--- config.mk ---
export PLATFORM = sky130hd
export DESIGN_NAME = sdc_target_flat
export DESIGN_NICKNAME = d
export VERILOG_FILES = /design/src/design/sdc_pkg.sv /design/src/design/sdc_if.sv /design/src/design/sdc_pin_sync.sv /design/src/design/sdc_target.sv /design/src/flat_wrapper.sv
export SDC_FILE = /design/constraint.sdc
export NUM_CORES = 1
export LEC_CHECK = 0
export BUFFER_PORTS_ARGS = -buffer_cell sky130_fd_sc_hd__buf_2
export CORE_UTILIZATION = 34
export CTS_CLUSTER_SIZE = 14
export DETAILED_ROUTE_END_ITERATION = 7
export GPL_ROUTABILITY_DRIVEN = 0
export SYNTH_ARGS = -nofsm -noshare
export SYNTH_HDL_FRONTEND = slang
export SYNTH_SLANG_ARGS = --single-unit
--- constraint.sdc ---
create_clock -name CLOCK -period 14.11 [get_ports CLOCK]
set_clock_uncertainty 0.1 [all_clocks]
set_input_delay 2.822 -clock CLOCK [delete_from_list [all_inputs] [get_ports CLOCK]]
set_output_delay 2.822 -clock CLOCK [all_outputs]
set_load 0.01 [all_outputs]
--- src/design/sdc_pkg.sv ---
/*
 * Shared constants of the chained serial target and its host.
 * Assumes a single 50 MHz system clock in both ends.
 */
package sdc_pkg;
	// ---------------------------------------------------------------
	// Timing
	// ---------------------------------------------------------------
	localparam int CLK_MHZ       = 50;
	localparam int CLR_MIN_US    = 20;
	localparam int CLR_MAX_US    = 40;
	localparam int SLEEP_US      = 120;
	localparam int WAKE_US       = 50;
	localparam int CS_GAP_NS     = 500;
	localparam int CLR_MIN_CYC   = CLR_MIN_US * CLK_MHZ;
	localparam int CLR_MAX_CYC   = CLR_MAX_US * CLK_MHZ;
	localparam int SLEEP_CYC     = SLEEP_US * CLK_MHZ;
	localparam int WAKE_CYC      = WAKE_US * CLK_MHZ;
	localparam int CS_GAP_CYC    = (CS_GAP_NS * CLK_MHZ + 999) / 1000;
	localparam int SCLK_HALF_CYC = 6;
	// ---------------------------------------------------------------
	// Frame layout
	// ---------------------------------------------------------------
	localparam int          RW_POS      = 6;
	localparam int          HCLR_POS    = 5;
	localparam logic [1:0]  TAG_HEADER  = 2'h2;
	localparam logic [1:0]  TAG_STATUS  = 2'h3;
	localparam logic [7:0]  SINGLE_BYTES = 8'h02;
	// ---------------------------------------------------------------
	// Target registers
	// ---------------------------------------------------------------
	localparam logic [4:0]  REG_FAULT   = 5'h00;
	localparam logic [4:0]  REG_OUTCTL  = 5'h04;
	localparam logic [4:0]  REG_CLRCTL  = 5'h06;
	localparam int          OUT_EN_POS  = 7;
	localparam int          CLR_POS     = 7;
	localparam logic [7:0]  REG_RESET   = 8'h00;
	// ---------------------------------------------------------------
	// Host registers (APB)
	// ---------------------------------------------------------------
	localparam logic [11:0] APB_CTRL    = 12'h000;
	localparam logic [11:0] APB_STAT    = 12'h004;
	localparam logic [11:0] APB_DATA    = 12'h200;
	localparam int          CTRL_START  = 0;
	localparam int          CTRL_SLEEP  = 1;
	localparam int          CTRL_EN     = 2;
	localparam int          HOST_BYTES  = 128;

	typedef enum logic [2:0] {
		HS_IDLE  = 3'h0,
		HS_LEAD  = 3'h1,
		HS_HIGH  = 3'h2,
		HS_LOW   = 3'h3,
		HS_TRAIL = 3'h4,
		HS_GAP   = 3'h5
	} sdc_hstate_t;
endpackage : sdc_pkg

--- src/design/sdc_if.sv ---
/*
 * Link between one host and one target (one hop of a chain).
 * Assumes the host resolves the tri-state data-out from its enable.
 */
`timescale 1ns/100ps
interface sdc_if;
	logic sclk;
	logic select_low_pin;
	logic sdi;
	logic sdo;
	logic sdo_oe;
	logic sleep_control_pin;
	logic enable_pin;

	modport target (
		input  sclk,
		input  select_low_pin,
		input  sdi,
		input  sleep_control_pin,
		input  enable_pin,
		output sdo,
		output sdo_oe
	);
	modport host (
		output sclk,
		output select_low_pin,
		output sdi,
		output sleep_control_pin,
		output enable_pin,
		input  sdo,
		input  sdo_oe
	);
endinterface : sdc_if

--- src/design/sdc_pin_sync.sv ---
/*
 * Three-stage input synchroniser; output follows once stages two
 * and three agree. Assumes inputs are asynchronous to clk.
 */
`timescale 1ns/100ps
module sdc_pin_sync #(
	parameter int           W   = 1,
	parameter logic [W-1:0] RST = '0
) (
	input  wire logic         clk,
	input  wire logic         rst,
	input  wire logic [W-1:0] d,
	output logic      [W-1:0] q
);
	logic [W-1:0] s1_ff;
	logic [W-1:0] s2_ff;
	logic [W-1:0] s3_ff;

	genvar i;
	generate
		for (i = 0; i < W; i++) begin : g_bit
			always_ff @(posedge clk or posedge rst) begin
				if (rst) begin
					s1_ff[i] <= RST[i];
					s2_ff[i] <= RST[i];
					s3_ff[i] <= RST[i];
					q[i]     <= RST[i];
				end else begin
					s1_ff[i] <= d[i];
					s2_ff[i] <= s1_ff[i];
					s3_ff[i] <= s2_ff[i];
					if (s2_ff[i] == s3_ff[i]) begin
						q[i] <= s3_ff[i];
					end
				end
			end
		end
	endgenerate
endmodule : sdc_pin_sync

--- src/design/sdc_target.sv ---
/*
 * Serial target end: 16-bit frames and chained frames, register
 * file, fault latching, sleep pulse handling and bridge gating.
 * Assumes link pins arrive asynchronously and are resynchronised.
 */
// Operation
// - Bridge on only if sleep, enable, bit high
// - Active after wake; host waits wake time
// - Sleep low 20-40 us clears faults
// - Sleep low 40-120 us clears, no shutdown
// - Sleep pulse clears all latched faults
// - Command: 0, rw, address, x, data
// - Reply: 11, six fault flags, report
// - Write reports old register content
// - Read reports current register content
// - Clock low at both select edges
// - Select high at least 500 ns
// - Deselected: ignore inputs, data-out released
// - Capture falling, drive rising, MSB first
// - Wrong clock count discards the frame
// - Chain: headers, N addresses, N data
// - Chain reply: statuses, headers, reports
// - Six-bit chain length, up to 63
// - Header clear bit clears at select rise
// - Headers start 1,0; low bits free
// - Inserted status byte starts 1,1
// - Position from statuses, own bytes only
// - Chain bytes match single-frame layout
// - Protocol error latches, pulls fault pin
`timescale 1ns/100ps
module sdc_target
	import sdc_pkg::*;
#(
	parameter int SLEEP_CYCLES = sdc_pkg::SLEEP_CYC
) (
	input  wire logic        CLOCK,
	input  wire logic        SYS_RST,
	sdc_if.target            LINK,
	input  wire logic [5:0]  FAULT_EVENTS,
	output logic             BRIDGE_EN,
	output logic             FAULT_OUT_O,
	output logic             FAULT_OUT_OE,
	output logic             AWAKE
);
	import sdc_pkg::*;

	// ---------------------------------------------------------------
	// Pin synchronisers and edges
	// ---------------------------------------------------------------
	logic [4:0] pins_s;
	logic       sclk_s, cs_s, sdi_s, slp_s, en_s;
	logic       sclk_d_ff, cs_d_ff, slp_d_ff;
	logic       asleep_ff, frame_ff;

	sdc_pin_sync #(.W(5), .RST(5'h08)) u_sync (
		.clk (CLOCK),
		.rst (SYS_RST),
		.d   ({LINK.sclk, LINK.select_low_pin, LINK.sdi,
		       LINK.sleep_control_pin, LINK.enable_pin}),
		.q   (pins_s)
	);
	assign {sclk_s, cs_s, sdi_s, slp_s, en_s} = pins_s;

	always_ff @(posedge CLOCK or posedge SYS_RST) begin
		if (SYS_RST) begin
			sclk_d_ff <= 1'h0;
			cs_d_ff   <= 1'h1;
			slp_d_ff  <= 1'h0;
		end else begin
			sclk_d_ff <= sclk_s;
			cs_d_ff   <= cs_s;
			slp_d_ff  <= slp_s;
		end
	end

	logic cs_fall, cs_rise, sck_fall, sck_rise;
	assign cs_fall  = cs_d_ff & ~cs_s & ~asleep_ff;
	assign cs_rise  = frame_ff & cs_s;
	assign sck_fall = frame_ff & ~cs_s & sclk_d_ff & ~sclk_s;
	assign sck_rise = frame_ff & ~cs_s & ~sclk_d_ff & sclk_s;

	// ---------------------------------------------------------------
	// Sleep pin: reset pulse, sleep entry, wake time
	// ---------------------------------------------------------------
	logic [12:0] low_cnt_ff;
	logic [11:0] wake_cnt_ff;
	logic        pulse_clr, wake_exit;

	always_ff @(posedge CLOCK or posedge SYS_RST) begin
		if (SYS_RST) begin
			low_cnt_ff <= 13'h0000;
		end else if (slp_s) begin
			low_cnt_ff <= 13'h0000;
		end else if (low_cnt_ff != 13'(SLEEP_CYCLES)) begin
			low_cnt_ff <= low_cnt_ff + 13'h0001;
		end
	end

	// Anything longer than the short pulse also clears; the sleep
	// decision is left to the 120 us counter alone.
	assign pulse_clr = slp_s & ~slp_d_ff & ~asleep_ff
	                 & (low_cnt_ff > 13'(CLR_MIN_CYC));
	assign wake_exit = asleep_ff & slp_s
	                 & (wake_cnt_ff == 12'(WAKE_CYC - 1));

	always_ff @(posedge CLOCK or posedge SYS_RST) begin
		if (SYS_RST) begin
			asleep_ff   <= 1'h1;
			wake_cnt_ff <= 12'h000;
		end else begin
			if (~slp_s && low_cnt_ff == 13'(SLEEP_CYCLES - 1)) begin
				asleep_ff <= 1'h1;
			end else if (wake_exit) begin
				asleep_ff <= 1'h0;
			end
			wake_cnt_ff <= (asleep_ff & slp_s & ~wake_exit) ?
			               wake_cnt_ff + 12'h001 : 12'h000;
		end
	end
	assign AWAKE = ~asleep_ff;

	// ---------------------------------------------------------------
	// Registers and faults
	// ---------------------------------------------------------------
	logic [7:0] regs_ff [32];
	logic [5:0] flags_ff;
	logic       perr_ff;
	logic [7:0] status_byte, fault_byte;
	logic       clr_all, wr_commit, frame_ok, perr_set;
	logic [7:0] cmd_ff, data_ff;
	logic       hclr_ff, chain_ff;

	assign status_byte = {TAG_STATUS, flags_ff};
	assign fault_byte  = {perr_ff | (|flags_ff), perr_ff, flags_ff};

	function automatic logic [7:0] rd_reg(input logic [4:0] a);
		rd_reg = (a == REG_FAULT) ? fault_byte : regs_ff[a];
	endfunction : rd_reg

	assign wr_commit = cs_rise & frame_ok & ~cmd_ff[RW_POS];
	assign clr_all   = pulse_clr | wake_exit
	                 | (cs_rise & frame_ok & chain_ff & hclr_ff)
	                 | (wr_commit && cmd_ff[5:1] == REG_CLRCTL
	                    && data_ff[CLR_POS]);

	always_ff @(posedge CLOCK or posedge SYS_RST) begin
		if (SYS_RST) begin
			for (int i = 0; i < 32; i++) begin
				regs_ff[i] <= REG_RESET;
			end
		end else if (asleep_ff) begin
			for (int i = 0; i < 32; i++) begin
				regs_ff[i] <= REG_RESET;
			end
		end else if (wr_commit && cmd_ff[5:1] != REG_FAULT
		             && cmd_ff[5:1] != REG_CLRCTL) begin
			regs_ff[cmd_ff[5:1]] <= data_ff;
		end
	end

	// Set wins over clear so no event is lost
	always_ff @(posedge CLOCK or posedge SYS_RST) begin
		if (SYS_RST) begin
			flags_ff <= 6'h00;
			perr_ff  <= 1'h0;
		end else begin
			flags_ff <= (clr_all ? 6'h00 : flags_ff) | FAULT_EVENTS;
			perr_ff  <= (clr_all ? 1'h0 : perr_ff) | perr_set;
		end
	end

	always_ff @(posedge CLOCK or posedge SYS_RST) begin
		if (SYS_RST) begin
			BRIDGE_EN    <= 1'h0;
			FAULT_OUT_OE <= 1'h0;
		end else begin
			BRIDGE_EN    <= slp_s & en_s & ~asleep_ff
			              & regs_ff[REG_OUTCTL][OUT_EN_POS];
			FAULT_OUT_OE <= perr_ff | (|flags_ff);
		end
	end
	assign FAULT_OUT_O = 1'h0;

	// ---------------------------------------------------------------
	// Serial engine
	// ---------------------------------------------------------------
	logic [2:0] bit_ff;
	logic [7:0] rx_ff, tx_ff, byte_ff;
	logic [6:0] rel_ff;
	logic [5:0] pos_ff, nlen_ff, own_idx;
	logic       header_byte_one_ff, header_byte_two_ff, have_cmd_ff, have_data_ff;
	logic       ferr_ff, sdo_ff, byte_done, single_now;
	logic       own_addr, own_data, tag_err;
	logic [7:0] nxt_rx, chain_bytes;

	assign nxt_rx     = {rx_ff[6:0], sdi_s};
	assign byte_done  = sck_fall & (bit_ff == 3'h7);
	assign single_now = (byte_ff == 8'h00) ? ~nxt_rx[7] : ~chain_ff;
	assign own_idx    = nlen_ff - pos_ff - 6'h01;
	assign own_addr   = single_now ? (byte_ff == 8'h00)
	                  : (header_byte_two_ff && rel_ff == {1'h0, own_idx});
	assign own_data   = single_now ? (byte_ff == 8'h01)
	                  : (header_byte_two_ff && rel_ff == {1'h0, nlen_ff}
	                                        + {1'h0, own_idx});
	assign tag_err    = byte_done & ~single_now & ~header_byte_two_ff
	                  & (header_byte_one_ff ? nxt_rx[7:6] != TAG_HEADER
	                             : ~nxt_rx[7]);
	assign chain_bytes = {1'h0, nlen_ff, 1'h0} + SINGLE_BYTES;
	assign frame_ok   = ~ferr_ff & ~sclk_s & (bit_ff == 3'h0)
	                  & have_cmd_ff & have_data_ff
	                  & (chain_ff ? (header_byte_two_ff && pos_ff < nlen_ff
	                                 && byte_ff == chain_bytes)
	                              : (byte_ff == SINGLE_BYTES));
	assign perr_set   = cs_rise & ~frame_ok;

	always_ff @(posedge CLOCK or posedge SYS_RST) begin
		if (SYS_RST) begin
			frame_ff     <= 1'h0;
			bit_ff       <= 3'h0;
			byte_ff      <= 8'h00;
			rx_ff        <= 8'h00;
			tx_ff        <= 8'h00;
			sdo_ff       <= 1'h0;
			rel_ff       <= 7'h00;
			pos_ff       <= 6'h00;
			nlen_ff      <= 6'h00;
			header_byte_one_ff      <= 1'h0;
			header_byte_two_ff      <= 1'h0;
			hclr_ff      <= 1'h0;
			chain_ff     <= 1'h0;
			cmd_ff       <= 8'h00;
			data_ff      <= 8'h00;
			have_cmd_ff  <= 1'h0;
			have_data_ff <= 1'h0;
			ferr_ff      <= 1'h0;
		end else if (cs_fall) begin
			frame_ff     <= 1'h1;
			bit_ff       <= 3'h0;
			byte_ff      <= 8'h00;
			rel_ff       <= 7'h00;
			pos_ff       <= 6'h00;
			header_byte_one_ff      <= 1'h0;
			header_byte_two_ff      <= 1'h0;
			hclr_ff      <= 1'h0;
			chain_ff     <= 1'h0;
			have_cmd_ff  <= 1'h0;
			have_data_ff <= 1'h0;
			ferr_ff      <= sclk_s;
			tx_ff        <= status_byte;
			sdo_ff       <= 1'h1;
		end else if (cs_rise || asleep_ff) begin
			frame_ff <= 1'h0;
		end else if (sck_rise) begin
			sdo_ff <= tx_ff[7];
			tx_ff  <= {tx_ff[6:0], 1'h0};
		end else if (sck_fall) begin
			bit_ff <= bit_ff + 3'h1;
			rx_ff  <= nxt_rx;
			if (byte_done) begin
				if (byte_ff != 8'hff) begin
					byte_ff <= byte_ff + 8'h01;
				end
				if (byte_ff == 8'h00) begin
					chain_ff <= nxt_rx[7];
				end
				// Own address slot goes back out as the report
				tx_ff <= own_addr ? rd_reg(nxt_rx[5:1]) : nxt_rx;
				if (own_addr) begin
					cmd_ff      <= nxt_rx;
					have_cmd_ff <= 1'h1;
				end
				if (own_data) begin
					data_ff      <= nxt_rx;
					have_data_ff <= 1'h1;
				end
				if (tag_err) begin
					ferr_ff <= 1'h1;
				end
				if (!single_now) begin
					if (!header_byte_one_ff) begin
						if (nxt_rx[7:6] == TAG_STATUS) begin
							pos_ff <= pos_ff + 6'h01;
						end else if (nxt_rx[7:6] == TAG_HEADER) begin
							header_byte_one_ff <= 1'h1;
							nlen_ff <= nxt_rx[5:0];
						end
					end else if (!header_byte_two_ff) begin
						header_byte_two_ff <= 1'h1;
						hclr_ff <= nxt_rx[HCLR_POS];
					end else if (rel_ff != 7'h7f) begin
						rel_ff <= rel_ff + 7'h01;
					end
				end
			end
		end
	end

	assign LINK.sdo    = sdo_ff;
	assign LINK.sdo_oe = frame_ff;
endmodule : sdc_target

--- src/flat_wrapper.sv ---
// flat-port wrapper written by rule: the top's interface ports become plain ports
module sdc_target_flat import sdc_pkg::*;
#(
	parameter int SLEEP_CYCLES = sdc_pkg::SLEEP_CYC
)
  (CLOCK, SYS_RST, FAULT_EVENTS, BRIDGE_EN, FAULT_OUT_O, FAULT_OUT_OE, AWAKE, LINK_sclk, LINK_select_low_pin, LINK_sdi, LINK_sleep_control_pin, LINK_enable_pin, LINK_sdo, LINK_sdo_oe);
  sdc_if LINK_i ();
  input  wire logic CLOCK;
  input  wire logic SYS_RST;
  input  wire logic [5:0] FAULT_EVENTS;
  output logic BRIDGE_EN;
  output logic FAULT_OUT_O;
  output logic FAULT_OUT_OE;
  output logic AWAKE;
  input wire logic [$bits(LINK_i.sclk)-1:0] LINK_sclk;
  input wire logic [$bits(LINK_i.select_low_pin)-1:0] LINK_select_low_pin;
  input wire logic [$bits(LINK_i.sdi)-1:0] LINK_sdi;
  input wire logic [$bits(LINK_i.sleep_control_pin)-1:0] LINK_sleep_control_pin;
  input wire logic [$bits(LINK_i.enable_pin)-1:0] LINK_enable_pin;
  output wire logic [$bits(LINK_i.sdo)-1:0] LINK_sdo;
  output wire logic [$bits(LINK_i.sdo_oe)-1:0] LINK_sdo_oe;
  assign LINK_i.sclk = LINK_sclk;
  assign LINK_i.select_low_pin = LINK_select_low_pin;
  assign LINK_i.sdi = LINK_sdi;
  assign LINK_i.sleep_control_pin = LINK_sleep_control_pin;
  assign LINK_i.enable_pin = LINK_enable_pin;
  assign LINK_sdo = LINK_i.sdo;
  assign LINK_sdo_oe = LINK_i.sdo_oe;
  sdc_target #(.SLEEP_CYCLES(SLEEP_CYCLES)) u_core (.CLOCK(CLOCK), .SYS_RST(SYS_RST), .LINK(LINK_i), .FAULT_EVENTS(FAULT_EVENTS), .BRIDGE_EN(BRIDGE_EN), .FAULT_OUT_O(FAULT_OUT_O), .FAULT_OUT_OE(FAULT_OUT_OE), .AWAKE(AWAKE));
endmodule
==> flow_summary.html, run 1 <==
<table>
<tr><th>Metric</th><th>Value</th></tr>
<tr><th colspan="2">STA</th></tr>
<tr><td>Worst-margin pin slew</td><td>1087 ps</td></tr>
<tr><td>Total count of hold-check failures in the final report</td><td>0</td></tr>
<tr><td>Number of slew-limit violations in the final report</td><td>0</td></tr>
<tr><td>Total negative slack for setup checks</td><td>0 ps</td></tr>
<tr><td>Tmin final</td><td>4939 ps</td></tr>
<tr><td>Worst hold slack after final layout</td><td>252.0 ps</td></tr>
<tr><td>Period Utilization, post-route</td><td>0.3500</td></tr>
<tr><td>RSZ-0062 raised after global routing</td><td>no</td></tr>
<tr><td>Relative slew slack</td><td>0.2755</td></tr>
<tr><td>Achievable frequency</td><td>around 200 MHz</td></tr>
<tr><td>Endpoints failing setup</td><td>0</td></tr>
<tr><th colspan="2">Finish</th></tr>
<tr><td>Signed area change from the synthesized netlist to the final layout</td><td>11.41%</td></tr>
<tr><td>FILL cells</td><td>5316</td></tr>
<tr><td>Fin nets</td><td>1728</td></tr>
<tr><td>Finished Cell Area</td><td>21400 sq um</td></tr>
<tr><td>Fraction of final layout cells with drive strength greater than 1</td><td>0.1429</td></tr>
<tr><td>Number of diodes</td><td>0</td></tr>
<tr><th colspan="2">Setup path</th></tr>
<tr><td>Required time of the worst setup path</td><td>11190 ps</td></tr>
<tr><td>Worst Path Class, Setup</td><td>reg2out</td></tr>
<tr><td>Crit path capture</td><td>AWAKE</td></tr>
<tr><td>Arrival time at the worst endpoint</td><td>approximately 2000 ps</td></tr>
<tr><td>Worst setup SP type</td><td>flop</td></tr>
<tr><td>Cell type group with the largest total delay on the critical path</td><td>flip-flops</td></tr>
<tr><td>Worst Reg-to-Reg Cells</td><td>13</td></tr>
<tr><td>Critical Path Sink Type</td><td>output port</td></tr>
<tr><td>Number of cells on the critical path</td><td>2</td></tr>
<tr><td>Critical Path Slowest Stage Cell</td><td>sky130_fd_sc_hd__dfstp_2</td></tr>
<tr><td>Worst flop-to-flop path endpoint</td><td>u_core.data_ff[2]</td></tr>
<tr><td>Critical path origin</td><td>u_core.asleep_ff</td></tr>
<tr><td>Max incr delay on CP</td><td>910 ps</td></tr>
<tr><td>Critical R2R Launch</td><td>u_core.nlen_ff[1]</td></tr>
<tr><td>Critical path, cell by cell</td><td>inv_6, buf_2</td></tr>
<tr><td>Critical Path Fanout Max</td><td>46</td></tr>
<tr><td>Slack of the worst reg-to-reg path</td><td>9770 ps</td></tr>
<tr><td>Crit path buffers/inverters</td><td>2</td></tr>
<tr><th colspan="2">Synth</th></tr>
<tr><td>Part of the Yosys area used for sequential elements</td><td>0.4954</td></tr>
<tr><td>Post-synthesis area per instance</td><td>11.19 sq um</td></tr>
<tr><td>Top FF cell, synth</td><td>sky130_fd_sc_hd__dfrtp_1</td></tr>
<tr><td>Count of flip-flops with a built-in enable after synthesis</td><td>0</td></tr>
<tr><td>Warning count from the yosys run</td><td>0</td></tr>
<tr><td>Post-synthesis cell type count</td><td>86</td></tr>
<tr><td>Syn_nets</td><td>1761</td></tr>
<tr><td>Proportion of register bits with asynchronous set or reset after synthesis</td><td>1.000</td></tr>
<tr><td>Synthesized area</td><td>19210 sq um</td></tr>
<tr><td>Synthesized netlist cell count</td><td>1716</td></tr>
<tr><td>Flops &amp; latches, synth</td><td>380</td></tr>
<tr><th colspan="2">CTS</th></tr>
<tr><td>Clock network latency to the later pin of the worst-skew pair</td><td>570 ps</td></tr>
<tr><td>Hold_buf cts</td><td>0</td></tr>
<tr><td>Clock buffers created by TritonCTS</td><td>between 40 and 50</td></tr>
<tr><td>Clock-pin slew reported for the worst setup and hold paths after clock tree synthesis</td><td>60 ps</td></tr>
<tr><td>Postcts setup bufs</td><td>0</td></tr>
<tr><td>Max H-tree Level</td><td>2</td></tr>
<tr><td>TritonCTS clock tree</td><td>yes</td></tr>
<tr><td>Master cell of the clock root buffer</td><td>sky130_fd_sc_hd__clkbuf_16</td></tr>
<tr><td># clock sinks</td><td>380</td></tr>
<tr><td>Clock Path Buffers</td><td>3</td></tr>
<tr><td>Quantity of gates resized following cts</td><td>0</td></tr>
<tr><th colspan="2">Run status</th></tr>
<tr><td>Status</td><td>complete, no violations</td></tr>
<tr><th colspan="2">Detailed routing</th></tr>
<tr><td>Routed wire length per instance</td><td>18.99 microns</td></tr>
<tr><td>Number of nets with antenna violations after detailed routing</td><td>0</td></tr>
<tr><td>Violation count after the first detailed-routing iteration</td><td>1027</td></tr>
<tr><td>Vias</td><td>approximately 13000</td></tr>
<tr><td>Remaining routing DRC violations</td><td>0</td></tr>
<tr><td>Routed wire length</td><td>46780 microns</td></tr>
<tr><td>Number of iterations in the first detailed-routing pass</td><td>5</td></tr>
<tr><td>Via count normalized by instance count</td><td>5.254</td></tr>
<tr><th colspan="2">Min path</th></tr>
<tr><td>Tightest Hold Check Type</td><td>reg2reg</td></tr>
<tr><td>Start point of the worst min-delay path</td><td>u_core.u_sync.s1_ff[1]</td></tr>
<tr><th colspan="2">Floorplanning</th></tr>
<tr><td>Cell Rows</td><td>86</td></tr>
<tr><td>Floorplan core area</td><td>between 50000 and 60000 sq um</td></tr>
<tr><td>Die span in x</td><td>~240 microns</td></tr>
<tr><td>Die area</td><td>approximately 57000 sq um</td></tr>
<tr><td>Initial Utilization</td><td>0.3466</td></tr>
<tr><td>Number of top-level pins</td><td>19</td></tr>
<tr><td>Die Y</td><td>239.7 microns</td></tr>
<tr><th colspan="2">GRT</th></tr>
<tr><td>Number of antenna violations at the first check in global routing</td><td>0</td></tr>
<tr><td>Via count of the first global-routing pass</td><td>13000</td></tr>
<tr><td>Global-route wire length before repair</td><td>around 75000 microns</td></tr>
<tr><td>Grt total ovfl</td><td>0</td></tr>
<tr><td>Tot GR Track Use</td><td>0.1669</td></tr>
<tr><td>Pin count of the biggest net entering global routing</td><td>185</td></tr>
<tr><th colspan="2">Pwr</th></tr>
<tr><td>Power spent charging and discharging nets</td><td>about 670 uW</td></tr>
<tr><td>Relative contribution of combinational cells to total power</td><td>0.111</td></tr>
<tr><td>Static leakage power</td><td>10.52 nW</td></tr>
<tr><td>Internal power contribution</td><td>1.945 mW</td></tr>
<tr><td>Clock group share of total power</td><td>0.446</td></tr>
<tr><td>Switching part of the total</td><td>0.2567</td></tr>
<tr><td>Power density cells</td><td>122.3 nW/um^2</td></tr>
<tr><td>Worst IR Drop VDD</td><td>105.5 uV</td></tr>
<tr><td>Reg power frac</td><td>0.443</td></tr>
<tr><th colspan="2">Placed design</th></tr>
<tr><td>Area post-placement</td><td>~20000 sq um</td></tr>
<tr><td>Post-DP HPWL</td><td>~29000 microns</td></tr>
<tr><td>Count of buffers from port buffering</td><td>17</td></tr>
<tr><th colspan="2">Job</th></tr>
<tr><td>Max-capacitance violation count</td><td>0</td></tr>
</table>
## worst min path at each step
stage	endpoint	slack, ps	cells after the start
after floorplan	u_core.u_sync.s2_ff[0]	230	0
after global placement	u_core.u_sync.s2_ff[1]	230	0
after detailed placement	u_core.u_sync.s2_ff[1]	230	0
after CTS	u_core.u_sync.s2_ff[2]	250	0
after global routing	u_core.u_sync.s2_ff[2]	250	0
final	u_core.u_sync.s2_ff[1]	250	0
## cells in the mapped netlist (all sizes together), types with 3 or more instances
| cell | count | area share |
|---|---|---|
| a21o | 11 | 0.0043 |
| xor2 | 28 | 0.013 |
| xnor2 | 29 | 0.013 |
| nor2 | 83 | 0.016 |
| maj3 | 5 | 0.0026 |
| clkbuf | 90 | 0.018 |
| a21oi | 34 | 0.0091 |
| or3 | 9 | 0.0029 |
| nand2b | 7 | 0.0023 |
| a32o | 4 | 0.0021 |
| a221oi | 10 | 0.0046 |
| nor3 | 19 | 0.0061 |
| mux4 | 48 | 0.056 |
| mux2 | 34 | 0.020 |
| inv | 32 | 0.0063 |
| ha | 30 | 0.020 |
| nand3b | 7 | 0.0034 |
| nor2b | 20 | 0.0065 |
| a211o | 3 | 0.0014 |
| nand3 | 25 | 0.0068 |
| o21ai | 25 | 0.0065 |
| nor4 | 6 | 0.0023 |
| o221ai | 16 | 0.0073 |
| o41ai | 3 | 0.0018 |
| buf | 24 | 0.0074 |
| nand2 | 340 | 0.070 |
| a31oi | 6 | 0.0020 |
| mux2i | 278 | 0.14 |
| dfrtp | 374 | 0.49 |
| a2111oi | 4 | 0.0019 |
| a211oi | 8 | 0.0034 |
| nor3b | 5 | 0.0020 |
| or4 | 7 | 0.0029 |
| o2111ai | 5 | 0.0023 |
| and3 | 11 | 0.0036 |
| nor4b | 5 | 0.0023 |
| a22oi | 7 | 0.0030 |
| dfstp | 6 | 0.0082 |
| o21a | 4 | 0.0016 |
| nand4 | 13 | 0.0042 |
## final cells by class
cell class	count	area, sq um	area share
multi-input combinational	1189	9092	0.4249
inverter	33	136.4	0.006373
tap	748	935.9	0.04373
clock buffer	64	1245	0.05818
clock inverter	12	219.0	0.01023
timing repair buffer	37	247.7	0.01158
sequential	380	9523	0.4450
## flip-flops by register name, indices dropped and copies added, names as in the netlist, 3 cells and up
register / cells
u_core.nlen_ff: 6
u_core.u_sync.s1_ff: 5
u_core.rel_ff: 7
u_core.byte_ff: 8
u_core.wake_cnt_ff: 12
u_core.tx_ff: 8
u_core.rx_ff: 7
u_core.u_sync.q: 5
u_core.u_sync.s2_ff: 5
u_core.regs_ff: 254
u_core.low_cnt_ff: 13
u_core.pos_ff: 6
u_core.u_sync.s3_ff: 5
u_core.bit_ff: 3
u_core.data_ff: 8
u_core.flags_ff: 6
u_core.cmd_ff: 6
## cell families (layout without fill, tap and decap cells)
group,count (synthesis),after routing,synth area share
and+or+nand+nor,571,571,0.1379
adders and majority gates,37,37,0.02423
other,1,1,0.0001952
buffers and inverters,147,146,0.03146
xor gates and xnor gates,59,59,0.02847
muxes,360,360,0.2211
DFF,380,380,0.4954
AOI/OAI and AO/OA,161,161,0.06123
## power by group through the flow
stage               clock [mW]  combinational, mW  sequential, mW
finish                    1.17              0.291            1.16
global route              1.24              0.319            1.17
CTS                       1.20              0.295            1.16
detailed placement           0              0.294            1.18
global placement             0              0.291            1.18
floorplan                    0              0.241            1.15
## per-stage QoR
stage          cells  setup WS, ps  utilization  power [mW]
3_3_place_gp    2387          8500       0.3597       1.470
4_1_cts         2463          9051       0.3862       2.651
6_report        2463          9171       0.3862       2.616
3_5_place_dp    2387          8436       0.3597       1.474
5_1_grt         2463          8749       0.3862       2.719
2_1_floorplan   1716         640.5            -       1.394
## metal layers
metal	vias up	global-route usage	share of wire
met5	-	0	0
met4	0	0.05847	0.027
met3	75	0.03077	0.049
met2	274	0.2527	0.45
met1	6623	0.2377	0.48
li1	5968	-	-
## placed cells by master (no fill, tap or decap), drive strengths merged, types with 7 or more instances in the layout
| master | n |
|---|---|
| a22oi | 7 |
| xnor2 | 29 |
| a221oi | 10 |
| mux2i | 278 |
| ha | 30 |
| inv | 34 |
| o221ai | 16 |
| nand4 | 13 |
| or3 | 9 |
| nand2 | 340 |
| buf | 37 |
| nand3b | 7 |
| a211oi | 8 |
| a21oi | 34 |
| xor2 | 28 |
| and3 | 11 |
| nor3 | 19 |
| mux2 | 34 |
| mux4 | 48 |
| dfrtp | 374 |
| nand2b | 7 |
| a21o | 11 |
| nor2b | 20 |
| clkbuf | 64 |
| nand3 | 25 |
| o21ai | 25 |
| or4 | 7 |
| nor2 | 83 |
No activity file was read; power rests on OpenSTA's default activity.
==> inputs of run 2 (changes only) <==
- clock period: 14.11 -> 4.6 ns (I/O delays scaled with it)
==> run 2 against run 1 <==
  * Final cell count grew 0.37%
  * Combinational power rose to 3.1 times the previous value
  * Non-clock buffer count is 10 higher
  * Global-route usage rose by 0.30 points
  * Routed wire length increased by 1.8%
  * Sequential share of layout area hardly changed
  * Critical path type is now reg2reg
  * Critical endpoint is now u_core.data_ff[0]
==> flow_summary.html, run 2 (same netlist as run 1, synthesis figures left out) <==
<table>
<tr><th>Metric</th><th>Value</th></tr>
<tr><th colspan="2">CTS</th></tr>
<tr><td>Hold_buf cts</td><td>0 (unchanged)</td></tr>
<tr><td>Clock Path Buffers</td><td>3 (unchanged)</td></tr>
<tr><td>Clock buffers created by TritonCTS</td><td>43 (+2.4%)</td></tr>
<tr><td># clock sinks</td><td>380 (unchanged)</td></tr>
<tr><td>Quantity of gates resized following cts</td><td>0 (unchanged)</td></tr>
<tr><td>Master cell of the clock root buffer</td><td>sky130_fd_sc_hd__clkbuf_16</td></tr>
<tr><td>TritonCTS clock tree</td><td>yes</td></tr>
<tr><td>Clock-pin slew reported for the worst setup and hold paths after clock tree synthesis</td><td>60 ps (about the same)</td></tr>
<tr><td>Postcts setup bufs</td><td>0 (unchanged)</td></tr>
<tr><td>Max H-tree Level</td><td>2 (unchanged)</td></tr>
<tr><td>Clock network latency to the later pin of the worst-skew pair</td><td>560 ps (about the same)</td></tr>
<tr><th colspan="2">Setup path</th></tr>
<tr><td>Required time of the worst setup path</td><td>4940 ps (-6250 ps)</td></tr>
<tr><td>Worst Path Class, Setup</td><td>reg2reg</td></tr>
<tr><td>Critical Path Sink Type</td><td>flop</td></tr>
<tr><td>Worst setup SP type</td><td>flop</td></tr>
<tr><td>Arrival time at the worst endpoint</td><td>4330 ps (+2310 ps)</td></tr>
<tr><td>Critical Path Fanout Max</td><td>12 (-74%)</td></tr>
<tr><th colspan="2">Floorplanning</th></tr>
<tr><td>Cell Rows</td><td>86 (unchanged)</td></tr>
<tr><td>Die span in x</td><td>239.7 microns (unchanged)</td></tr>
<tr><td>Initial Utilization</td><td>0.3466 (unchanged)</td></tr>
<tr><td>Floorplan core area</td><td>55420 sq um (unchanged)</td></tr>
<tr><td>Die area</td><td>57450 sq um (unchanged)</td></tr>
<tr><td>Number of top-level pins</td><td>19 (unchanged)</td></tr>
<tr><td>Die Y</td><td>239.7 microns (unchanged)</td></tr>
<tr><th colspan="2">Pwr</th></tr>
<tr><td>Power density cells</td><td>365.5 nW/um^2 (+200%)</td></tr>
<tr><td>Relative contribution of combinational cells to total power</td><td>0.114 (+0.003)</td></tr>
<tr><td>Clock group share of total power</td><td>0.427 (-0.019)</td></tr>
<tr><td>Static leakage power</td><td>10.55 nW (+0.24%)</td></tr>
<tr><td>Total power of the final layout</td><td>7.826 mW (+200%)</td></tr>
<tr><td>Internal power contribution</td><td>5.749 mW (+200%)</td></tr>
<tr><td>Switching part of the total</td><td>0.2654 (+0.008686)</td></tr>
<tr><td>Reg power frac</td><td>0.459 (+0.016)</td></tr>
<tr><td>Power spent charging and discharging nets</td><td>2.077 mW (+210%)</td></tr>
<tr><td>Worst IR Drop VDD</td><td>222.0 uV (+110%)</td></tr>
<tr><th colspan="2">Detailed routing</th></tr>
<tr><td>Routed wire length</td><td>47640 microns (+1.8%)</td></tr>
<tr><td>Vias</td><td>13080 (+1.1%)</td></tr>
<tr><td>Number of iterations in the first detailed-routing pass</td><td>5 (unchanged)</td></tr>
<tr><td>Remaining routing DRC violations</td><td>0 (unchanged)</td></tr>
<tr><td>Violation count after the first detailed-routing iteration</td><td>1095 (+6.6%)</td></tr>
<tr><td>Number of nets with antenna violations after detailed routing</td><td>0 (unchanged)</td></tr>
<tr><td>Via count normalized by instance count</td><td>5.292 (+0.74%)</td></tr>
<tr><td>Routed wire length per instance</td><td>19.27 microns (+1.5%)</td></tr>
<tr><th colspan="2">Placed design</th></tr>
<tr><td>Post-DP HPWL</td><td>30080 microns (+3.1%)</td></tr>
<tr><td>Count of buffers from port buffering</td><td>17 (unchanged)</td></tr>
<tr><td>Number of instances in the placed design</td><td>2397 (+0.42%)</td></tr>
<tr><th colspan="2">Finish</th></tr>
<tr><td>Most frequent standard cell in the layout excluding fill and tap cells</td><td>sky130_fd_sc_hd__dfrtp_1</td></tr>
<tr><td>Number of diodes</td><td>0 (unchanged)</td></tr>
<tr><td>Non-filler instance count after layout</td><td>2472 (+0.37%)</td></tr>
<tr><td>Max reg flops</td><td>254 (unchanged)</td></tr>
<tr><td>Signed area change from the synthesized netlist to the final layout</td><td>11.46% (about the same)</td></tr>
<tr><td>Commonest cells after routing, fill and taps aside</td><td>371 x sky130_fd_sc_hd__dfrtp_1, 310 x sky130_fd_sc_hd__nand2_1, 278 x sky130_fd_sc_hd__mux2i_1</td></tr>
<tr><td>Final core utilization</td><td>0.3863 (about the same)</td></tr>
<tr><td>Fraction of final layout cells with drive strength greater than 1</td><td>0.1485 (+0.005635)</td></tr>
<tr><td>Register ranked first by flip-flop count</td><td>u_core.regs_ff</td></tr>
<tr><td>Fin nets</td><td>1739 (+0.64%)</td></tr>
<tr><td>Registers with the highest flip-flop counts</td><td>u_core.regs_ff x254, u_core.low_cnt_ff x13, u_core.wake_cnt_ff x12</td></tr>
<tr><th colspan="2">STA</th></tr>
<tr><td>Achievable frequency</td><td>250.7 MHz</td></tr>
<tr><td>Tmin final</td><td>3988 ps</td></tr>
<tr><td>Worst hold slack after final layout</td><td>248.1 ps (-3.933 ps)</td></tr>
<tr><td>Period Utilization, post-route</td><td>0.8670</td></tr>
<tr><td>RSZ-0062 raised after global routing</td><td>no</td></tr>
<tr><td>Worst-margin pin slew</td><td>971.3 ps (-115.4 ps)</td></tr>
<tr><td>Relative slew slack</td><td>0.3511 (+0.07560)</td></tr>
<tr><td>Total count of hold-check failures in the final report</td><td>0 (unchanged)</td></tr>
<tr><td>Endpoints failing setup</td><td>0 (unchanged)</td></tr>
<tr><td>Total negative slack for setup checks</td><td>0 ps (unchanged)</td></tr>
<tr><td>Number of slew-limit violations in the final report</td><td>0 (unchanged)</td></tr>
<tr><th colspan="2">GRT</th></tr>
<tr><td>Tot GR Track Use</td><td>0.1700 (+0.003033)</td></tr>
<tr><td>Global-route wire length before repair</td><td>76770 microns (+2.2%)</td></tr>
<tr><td>Via count of the first global-routing pass</td><td>13200 (+1.5%)</td></tr>
<tr><td>Grt total ovfl</td><td>0 (unchanged)</td></tr>
<tr><td>Number of antenna violations at the first check in global routing</td><td>0 (unchanged)</td></tr>
<tr><td>Pin count of the biggest net entering global routing</td><td>96 (-48%)</td></tr>
<tr><th colspan="2">Min path</th></tr>
<tr><td>Tightest Hold Check Type</td><td>reg2reg</td></tr>
<tr><th colspan="2">Job</th></tr>
<tr><td>Max-capacitance violation count</td><td>0 (unchanged)</td></tr>
<tr><th colspan="2">Run status</th></tr>
<tr><td>Status</td><td>complete, no violations</td></tr>
</table>
[run 2: changes by cell type in the layout (fill, tap and decap cells not counted)]
cell                        delta
sky130_fd_sc_hd__clkbuf_8      -1
sky130_fd_sc_hd__clkbuf_1      -2
sky130_fd_sc_hd__inv_6         -1
sky130_fd_sc_hd__clkinv_2      +6
sky130_fd_sc_hd__buf_12        +3
sky130_fd_sc_hd__clkbuf_16     +2
sky130_fd_sc_hd__buf_4         +7
sky130_fd_sc_hd__bufinv_16     -5
sky130_fd_sc_hd__clkinv_4      +1
sky130_fd_sc_hd__inv_8         -1
[run 2: layout make-up]
class                           count  area, sq um
Inverter                           33        132.6
Clock buffer                       63         1274
Fill cell                        5369        34010
Timing Repair Buffer               47        360.3
Sequential cell                   380         9523
Multi-Input combinational cell   1189         9092
Clock inverter                     12        91.34
Tap cell                          748        935.9
[run 2: path summary, 6_finish.rpt]
check | cells past startpoint | slack, ps | start | end
worst max-delay path | 14 | 610 | u_core.nlen_ff[1] | u_core.data_ff[0]
worst min-delay path | 0 | 250 | u_core.u_sync.s1_ff[1] | u_core.u_sync.s2_ff[1]
worst max register to register | 14 | 610 | u_core.nlen_ff[1] | u_core.data_ff[0]
worst min register to register | 0 | 250 | u_core.u_sync.s1_ff[1] | u_core.u_sync.s2_ff[1]
max in group asynchronous | 3 | 2940 | SYS_RST | u_core.u_sync.s1_ff[3]
min in group asynchronous | 2 | 470 | SYS_RST | u_core.regs_ff[109]
[run 2: power groups by stage]
stage	Clock, mW	Combinational [mW]	Sequential [mW]
floorplan	0	0.740	3.54
global placement	0	0.894	3.65
detailed placement	0	0.900	3.65
CTS	3.43	0.904	3.59
global route	3.55	0.980	3.61
finish	3.34	0.893	3.59
[run 2: metal layers]
layer	up-vias	part of all wire	global-route usage
met5	-	0	0
met4	0	0.022	0.05051
met3	75	0.051	0.03169
met2	303	0.45	0.2625
met1	6700	0.47	0.2407
li1	6005	-	-
[run 2: worst max-delay path, stage by stage, from the launching register on]
cell                        delay, ps
sky130_fd_sc_hd__dfrtp_1          310
sky130_fd_sc_hd__buf_4            200
sky130_fd_sc_hd__inv_1            100
sky130_fd_sc_hd__ha_1             310
sky130_fd_sc_hd__a211oi_1         320
sky130_fd_sc_hd__o21bai_1         120
sky130_fd_sc_hd__a21oi_1          270
sky130_fd_sc_hd__xnor2_1          110
sky130_fd_sc_hd__ha_1             340
sky130_fd_sc_hd__xor2_1           180
sky130_fd_sc_hd__a2111oi_0        420
sky130_fd_sc_hd__nor3_1           110
sky130_fd_sc_hd__o31ai_2          320
sky130_fd_sc_hd__nand3_2          280
sky130_fd_sc_hd__mux2_2           360
[run 2: through the flow]
stage          cell area (sq um)  setup WS, ps
5_1_grt                    21410         174.9
3_5_place_dp               20040         623.7
4_1_cts                    21410         599.2
3_3_place_gp               20040         665.7
6_report                   21410         611.9
2_1_floorplan              19210         -1521
==> inputs of run 3 (changes only) <==
- clock period: 4.6 -> 4.61 ns (I/O delays scaled with it)
==> run 3 against run 2 <==
  * Global-route usage fell by 0.066 points
  * Sequential share of layout area fell by 0.23 points
  * Flip-flop and latch count did not move
  * First-iteration DRC count fell by 26%
  * Critical path depth did not move
  * Utilization rose by 0.20 points
  * Highest routed layer unchanged
  * Critical endpoint is now u_core.data_ff[6]
  * Sequential power barely moved
  * Total power rose by 2.6%
  * Via count fell by 0.66%
  * Final cell count barely moved
==> flow_summary.html, run 3 (same netlist as run 1, synthesis figures left out) <==
<table>
<tr><th>Metric</th><th>Value</th></tr>
<tr><th colspan="2">Detailed routing</th></tr>
<tr><td>Violation count after the first detailed-routing iteration</td><td>812 (-26%)</td></tr>
<tr><td>Routed wire length per instance</td><td>19.14 microns (-0.67%)</td></tr>
<tr><td>Via count normalized by instance count</td><td>5.253 (-0.75%)</td></tr>
<tr><td>Vias</td><td>13000 (-0.66%)</td></tr>
<tr><td>Remaining routing DRC violations</td><td>0 (unchanged)</td></tr>
<tr><td>Routed wire length</td><td>47360 microns (-0.59%)</td></tr>
<tr><td>Number of iterations in the first detailed-routing pass</td><td>5 (unchanged)</td></tr>
<tr><td>Number of nets with antenna violations after detailed routing</td><td>0 (unchanged)</td></tr>
<tr><th colspan="2">CTS</th></tr>
<tr><td>Clock-pin slew reported for the worst setup and hold paths after clock tree synthesis</td><td>60 ps (about the same)</td></tr>
<tr><td>Max H-tree Level</td><td>2 (unchanged)</td></tr>
<tr><td>Clock network latency to the later pin of the worst-skew pair</td><td>580 ps (+20 ps)</td></tr>
<tr><td># clock sinks</td><td>380 (unchanged)</td></tr>
<tr><td>Clock Path Buffers</td><td>3 (unchanged)</td></tr>
<tr><td>Master cell of the clock root buffer</td><td>sky130_fd_sc_hd__clkbuf_16</td></tr>
<tr><td>Hold_buf cts</td><td>0 (unchanged)</td></tr>
<tr><td>Clock buffers created by TritonCTS</td><td>43 (unchanged)</td></tr>
<tr><td>Quantity of gates resized following cts</td><td>0 (unchanged)</td></tr>
<tr><td>TritonCTS clock tree</td><td>yes</td></tr>
<tr><td>Postcts setup bufs</td><td>0 (unchanged)</td></tr>
<tr><th colspan="2">Finish</th></tr>
<tr><td>Signed area change from the synthesized netlist to the final layout</td><td>12.03%</td></tr>
<tr><td>Commonest cells after routing, fill and taps aside</td><td>371 x sky130_fd_sc_hd__dfrtp_1, 310 x sky130_fd_sc_hd__nand2_1, 278 x sky130_fd_sc_hd__mux2i_1</td></tr>
<tr><td>Area of the multi-input gates</td><td>9092 sq um (unchanged)</td></tr>
<tr><td>Register Area</td><td>9523 sq um (unchanged)</td></tr>
<tr><td>Fin nets</td><td>1736 (-0.17%)</td></tr>
<tr><td>Register ranked first by flip-flop count</td><td>u_core.regs_ff</td></tr>
<tr><td>Finished Cell Area</td><td>21520 sq um (+0.51%)</td></tr>
<tr><td>Registers with the highest flip-flop counts</td><td>u_core.regs_ff x254, u_core.low_cnt_ff x13, u_core.wake_cnt_ff x12</td></tr>
<tr><td>Number of diodes</td><td>0 (unchanged)</td></tr>
<tr><td>Max reg flops</td><td>254 (unchanged)</td></tr>
<tr><td>Fraction of final layout cells with drive strength greater than 1</td><td>0.1483 (-0.0001721)</td></tr>
<tr><td>FILL cells</td><td>5279 (-1.7%)</td></tr>
<tr><td>Most frequent standard cell in the layout excluding fill and tap cells</td><td>sky130_fd_sc_hd__dfrtp_1</td></tr>
<tr><th colspan="2">Setup path</th></tr>
<tr><td>Worst Path Class, Setup</td><td>reg2reg</td></tr>
<tr><td>Critical Path Sink Type</td><td>flop</td></tr>
<tr><td>Required time of the worst setup path</td><td>4970 ps (+30 ps)</td></tr>
<tr><td>Worst setup SP type</td><td>flop</td></tr>
<tr><td>Critical Path Fanout Max</td><td>12 (unchanged)</td></tr>
<tr><td>Arrival time at the worst endpoint</td><td>4340 ps (about the same)</td></tr>
<tr><th colspan="2">Pwr</th></tr>
<tr><td>Power spent charging and discharging nets</td><td>2.111 mW (+1.6%)</td></tr>
<tr><td>Clock group share of total power</td><td>0.442 (+0.015)</td></tr>
<tr><td>Relative contribution of combinational cells to total power</td><td>0.111 (-0.003)</td></tr>
<tr><td>Worst IR Drop VDD</td><td>247.4 uV (+11%)</td></tr>
<tr><td>Power density cells</td><td>373.0 nW/um^2 (+2.0%)</td></tr>
<tr><td>Static leakage power</td><td>10.59 nW (+0.40%)</td></tr>
<tr><td>Internal power contribution</td><td>5.916 mW (+2.9%)</td></tr>
<tr><td>Total power of the final layout</td><td>8.027 mW (+2.6%)</td></tr>
<tr><td>Switching part of the total</td><td>0.2629 (-0.002450)</td></tr>
<tr><td>Reg power frac</td><td>0.447 (-0.012)</td></tr>
<tr><th colspan="2">Placed design</th></tr>
<tr><td>Pre-CTS worst setup slack</td><td>662.4 ps (+38.70 ps)</td></tr>
<tr><td>Count of buffers from port buffering</td><td>17 (unchanged)</td></tr>
<tr><td>Post-DP HPWL</td><td>29460 microns (-2.0%)</td></tr>
<tr><td>Area post-placement</td><td>20050 sq um (about the same)</td></tr>
<tr><th colspan="2">STA</th></tr>
<tr><td>Number of slew-limit violations in the final report</td><td>0 (unchanged)</td></tr>
<tr><td>RSZ-0062 raised after global routing</td><td>no</td></tr>
<tr><td>Relative slew slack</td><td>0.3794 (+0.02827)</td></tr>
<tr><td>Achievable frequency</td><td>251.3 MHz (+0.22%)</td></tr>
<tr><td>Worst-margin pin slew</td><td>930.9 ps (-40.36 ps)</td></tr>
<tr><td>Period Utilization, post-route</td><td>0.8632 (-0.003810)</td></tr>
<tr><td>Endpoints failing setup</td><td>0 (unchanged)</td></tr>
<tr><td>Tmin final</td><td>3979 ps (-8.893 ps)</td></tr>
<tr><td>Post-route worst setup slack</td><td>630.8 ps (+18.89 ps)</td></tr>
<tr><td>Total count of hold-check failures in the final report</td><td>0 (unchanged)</td></tr>
<tr><th colspan="2">GRT</th></tr>
<tr><td>Pin count of the biggest net entering global routing</td><td>182 (+90%)</td></tr>
<tr><td>Number of antenna violations at the first check in global routing</td><td>0 (unchanged)</td></tr>
<tr><td>Via count of the first global-routing pass</td><td>13260 (+0.52%)</td></tr>
<tr><td>Tot GR Track Use</td><td>0.1693 (-0.0006634)</td></tr>
<tr><td>Global-route wire length before repair</td><td>76310 microns (-0.60%)</td></tr>
<tr><td>Grt total ovfl</td><td>0 (unchanged)</td></tr>
<tr><th colspan="2">Job</th></tr>
<tr><td>Max-capacitance violation count</td><td>0 (unchanged)</td></tr>
<tr><th colspan="2">Floorplanning</th></tr>
<tr><td>Cell Rows</td><td>86 (unchanged)</td></tr>
<tr><td>Die Y</td><td>239.7 microns (unchanged)</td></tr>
<tr><td>Initial Utilization</td><td>0.3466 (unchanged)</td></tr>
<tr><td>Number of top-level pins</td><td>19 (unchanged)</td></tr>
<tr><td>Die span in x</td><td>239.7 microns (unchanged)</td></tr>
<tr><td>Die area</td><td>57450 sq um (unchanged)</td></tr>
<tr><td>Floorplan core area</td><td>55420 sq um (unchanged)</td></tr>
<tr><th colspan="2">Min path</th></tr>
<tr><td>Tightest Hold Check Type</td><td>reg2reg</td></tr>
<tr><th colspan="2">Run status</th></tr>
<tr><td>Status</td><td>complete, no violations</td></tr>
</table>
[run 3: changes by cell type in the layout (fill, tap and decap cells not counted), sizes merged]
cell | before | now
bufinv | 1 | 3
clkbuf | 63 | 69
inv | 32 | 33
buf | 47 | 44
clkinv | 10 | 6
[run 3: layout make-up]
| type | count | share of cell area |
|---|---|---|
| clock buffer | 69 | 0.06157 |
| clock inverter | 11 | 0.006861 |
| inverter | 33 | 0.006163 |
| multi-input combinational | 1189 | 0.4225 |
| sequential | 380 | 0.4425 |
| tap | 748 | 0.04349 |
| timing repair buffer | 44 | 0.01686 |
[run 3: per-layer routing]
metal	up-vias	share of wire	routed length, microns	GRT usage
li1	5961	-	-	-
met1	6723	0.47	22400	0.2362
met2	254	0.46	21670	0.2662
met3	58	0.052	2471	0.03849
met4	0	0.017	816	0.03768
met5	-	0	0	0
[run 3: path summary, 6_finish.rpt]
path / from / endpoint / slack (ps) / depth (start not counted)
hold reg to reg: u_core.u_sync.s1_ff[1] / u_core.u_sync.s2_ff[1] / 240 / 0
max in group asynchronous: SYS_RST / u_core.low_cnt_ff[7] / 2950 / 3
setup / recovery: u_core.nlen_ff[1] / u_core.data_ff[6] / 630 / 14
setup reg to reg: u_core.nlen_ff[1] / u_core.data_ff[6] / 630 / 14
hold / removal: u_core.u_sync.s1_ff[1] / u_core.u_sync.s2_ff[1] / 240 / 0
min in group asynchronous: SYS_RST / u_core.regs_ff[98] / 310 / 2
[run 3: per-stage QoR]
step           utilization  instances  hold slack, ps  setup TNS [ps]
4_1_cts             0.3883       2474           244.7               0
3_5_place_dp        0.3618       2394           241.8               0
5_1_grt             0.3883       2474           259.3               0
6_report            0.3883       2474           239.5               0
3_3_place_gp        0.3618       2394           235.8               0
2_1_floorplan            -       1716           231.2         -566600
[run 3: power groups by stage]
stage	registers [mW]	logic, mW	clock network, mW
after floorplan	3.53	0.739	0
after global placement	3.65	0.893	0
after detailed placement	3.65	0.896	0
after CTS	3.59	0.899	3.62
after global routing	3.61	0.966	3.76
final	3.59	0.888	3.55
[run 3: critical path: stages, from the launching register on]
cell                        delay, ps
sky130_fd_sc_hd__dfrtp_1          320
sky130_fd_sc_hd__buf_4            180
sky130_fd_sc_hd__inv_1             90
sky130_fd_sc_hd__ha_1             310
sky130_fd_sc_hd__a211oi_1         310
sky130_fd_sc_hd__o21bai_1         120
sky130_fd_sc_hd__a21oi_1          270
sky130_fd_sc_hd__xnor2_1          110
sky130_fd_sc_hd__ha_1             340
sky130_fd_sc_hd__xor2_1           190
sky130_fd_sc_hd__a2111oi_0        420
sky130_fd_sc_hd__nor3_1           130
sky130_fd_sc_hd__o31ai_2          300
sky130_fd_sc_hd__nand3_2          290
sky130_fd_sc_hd__mux2_2           370
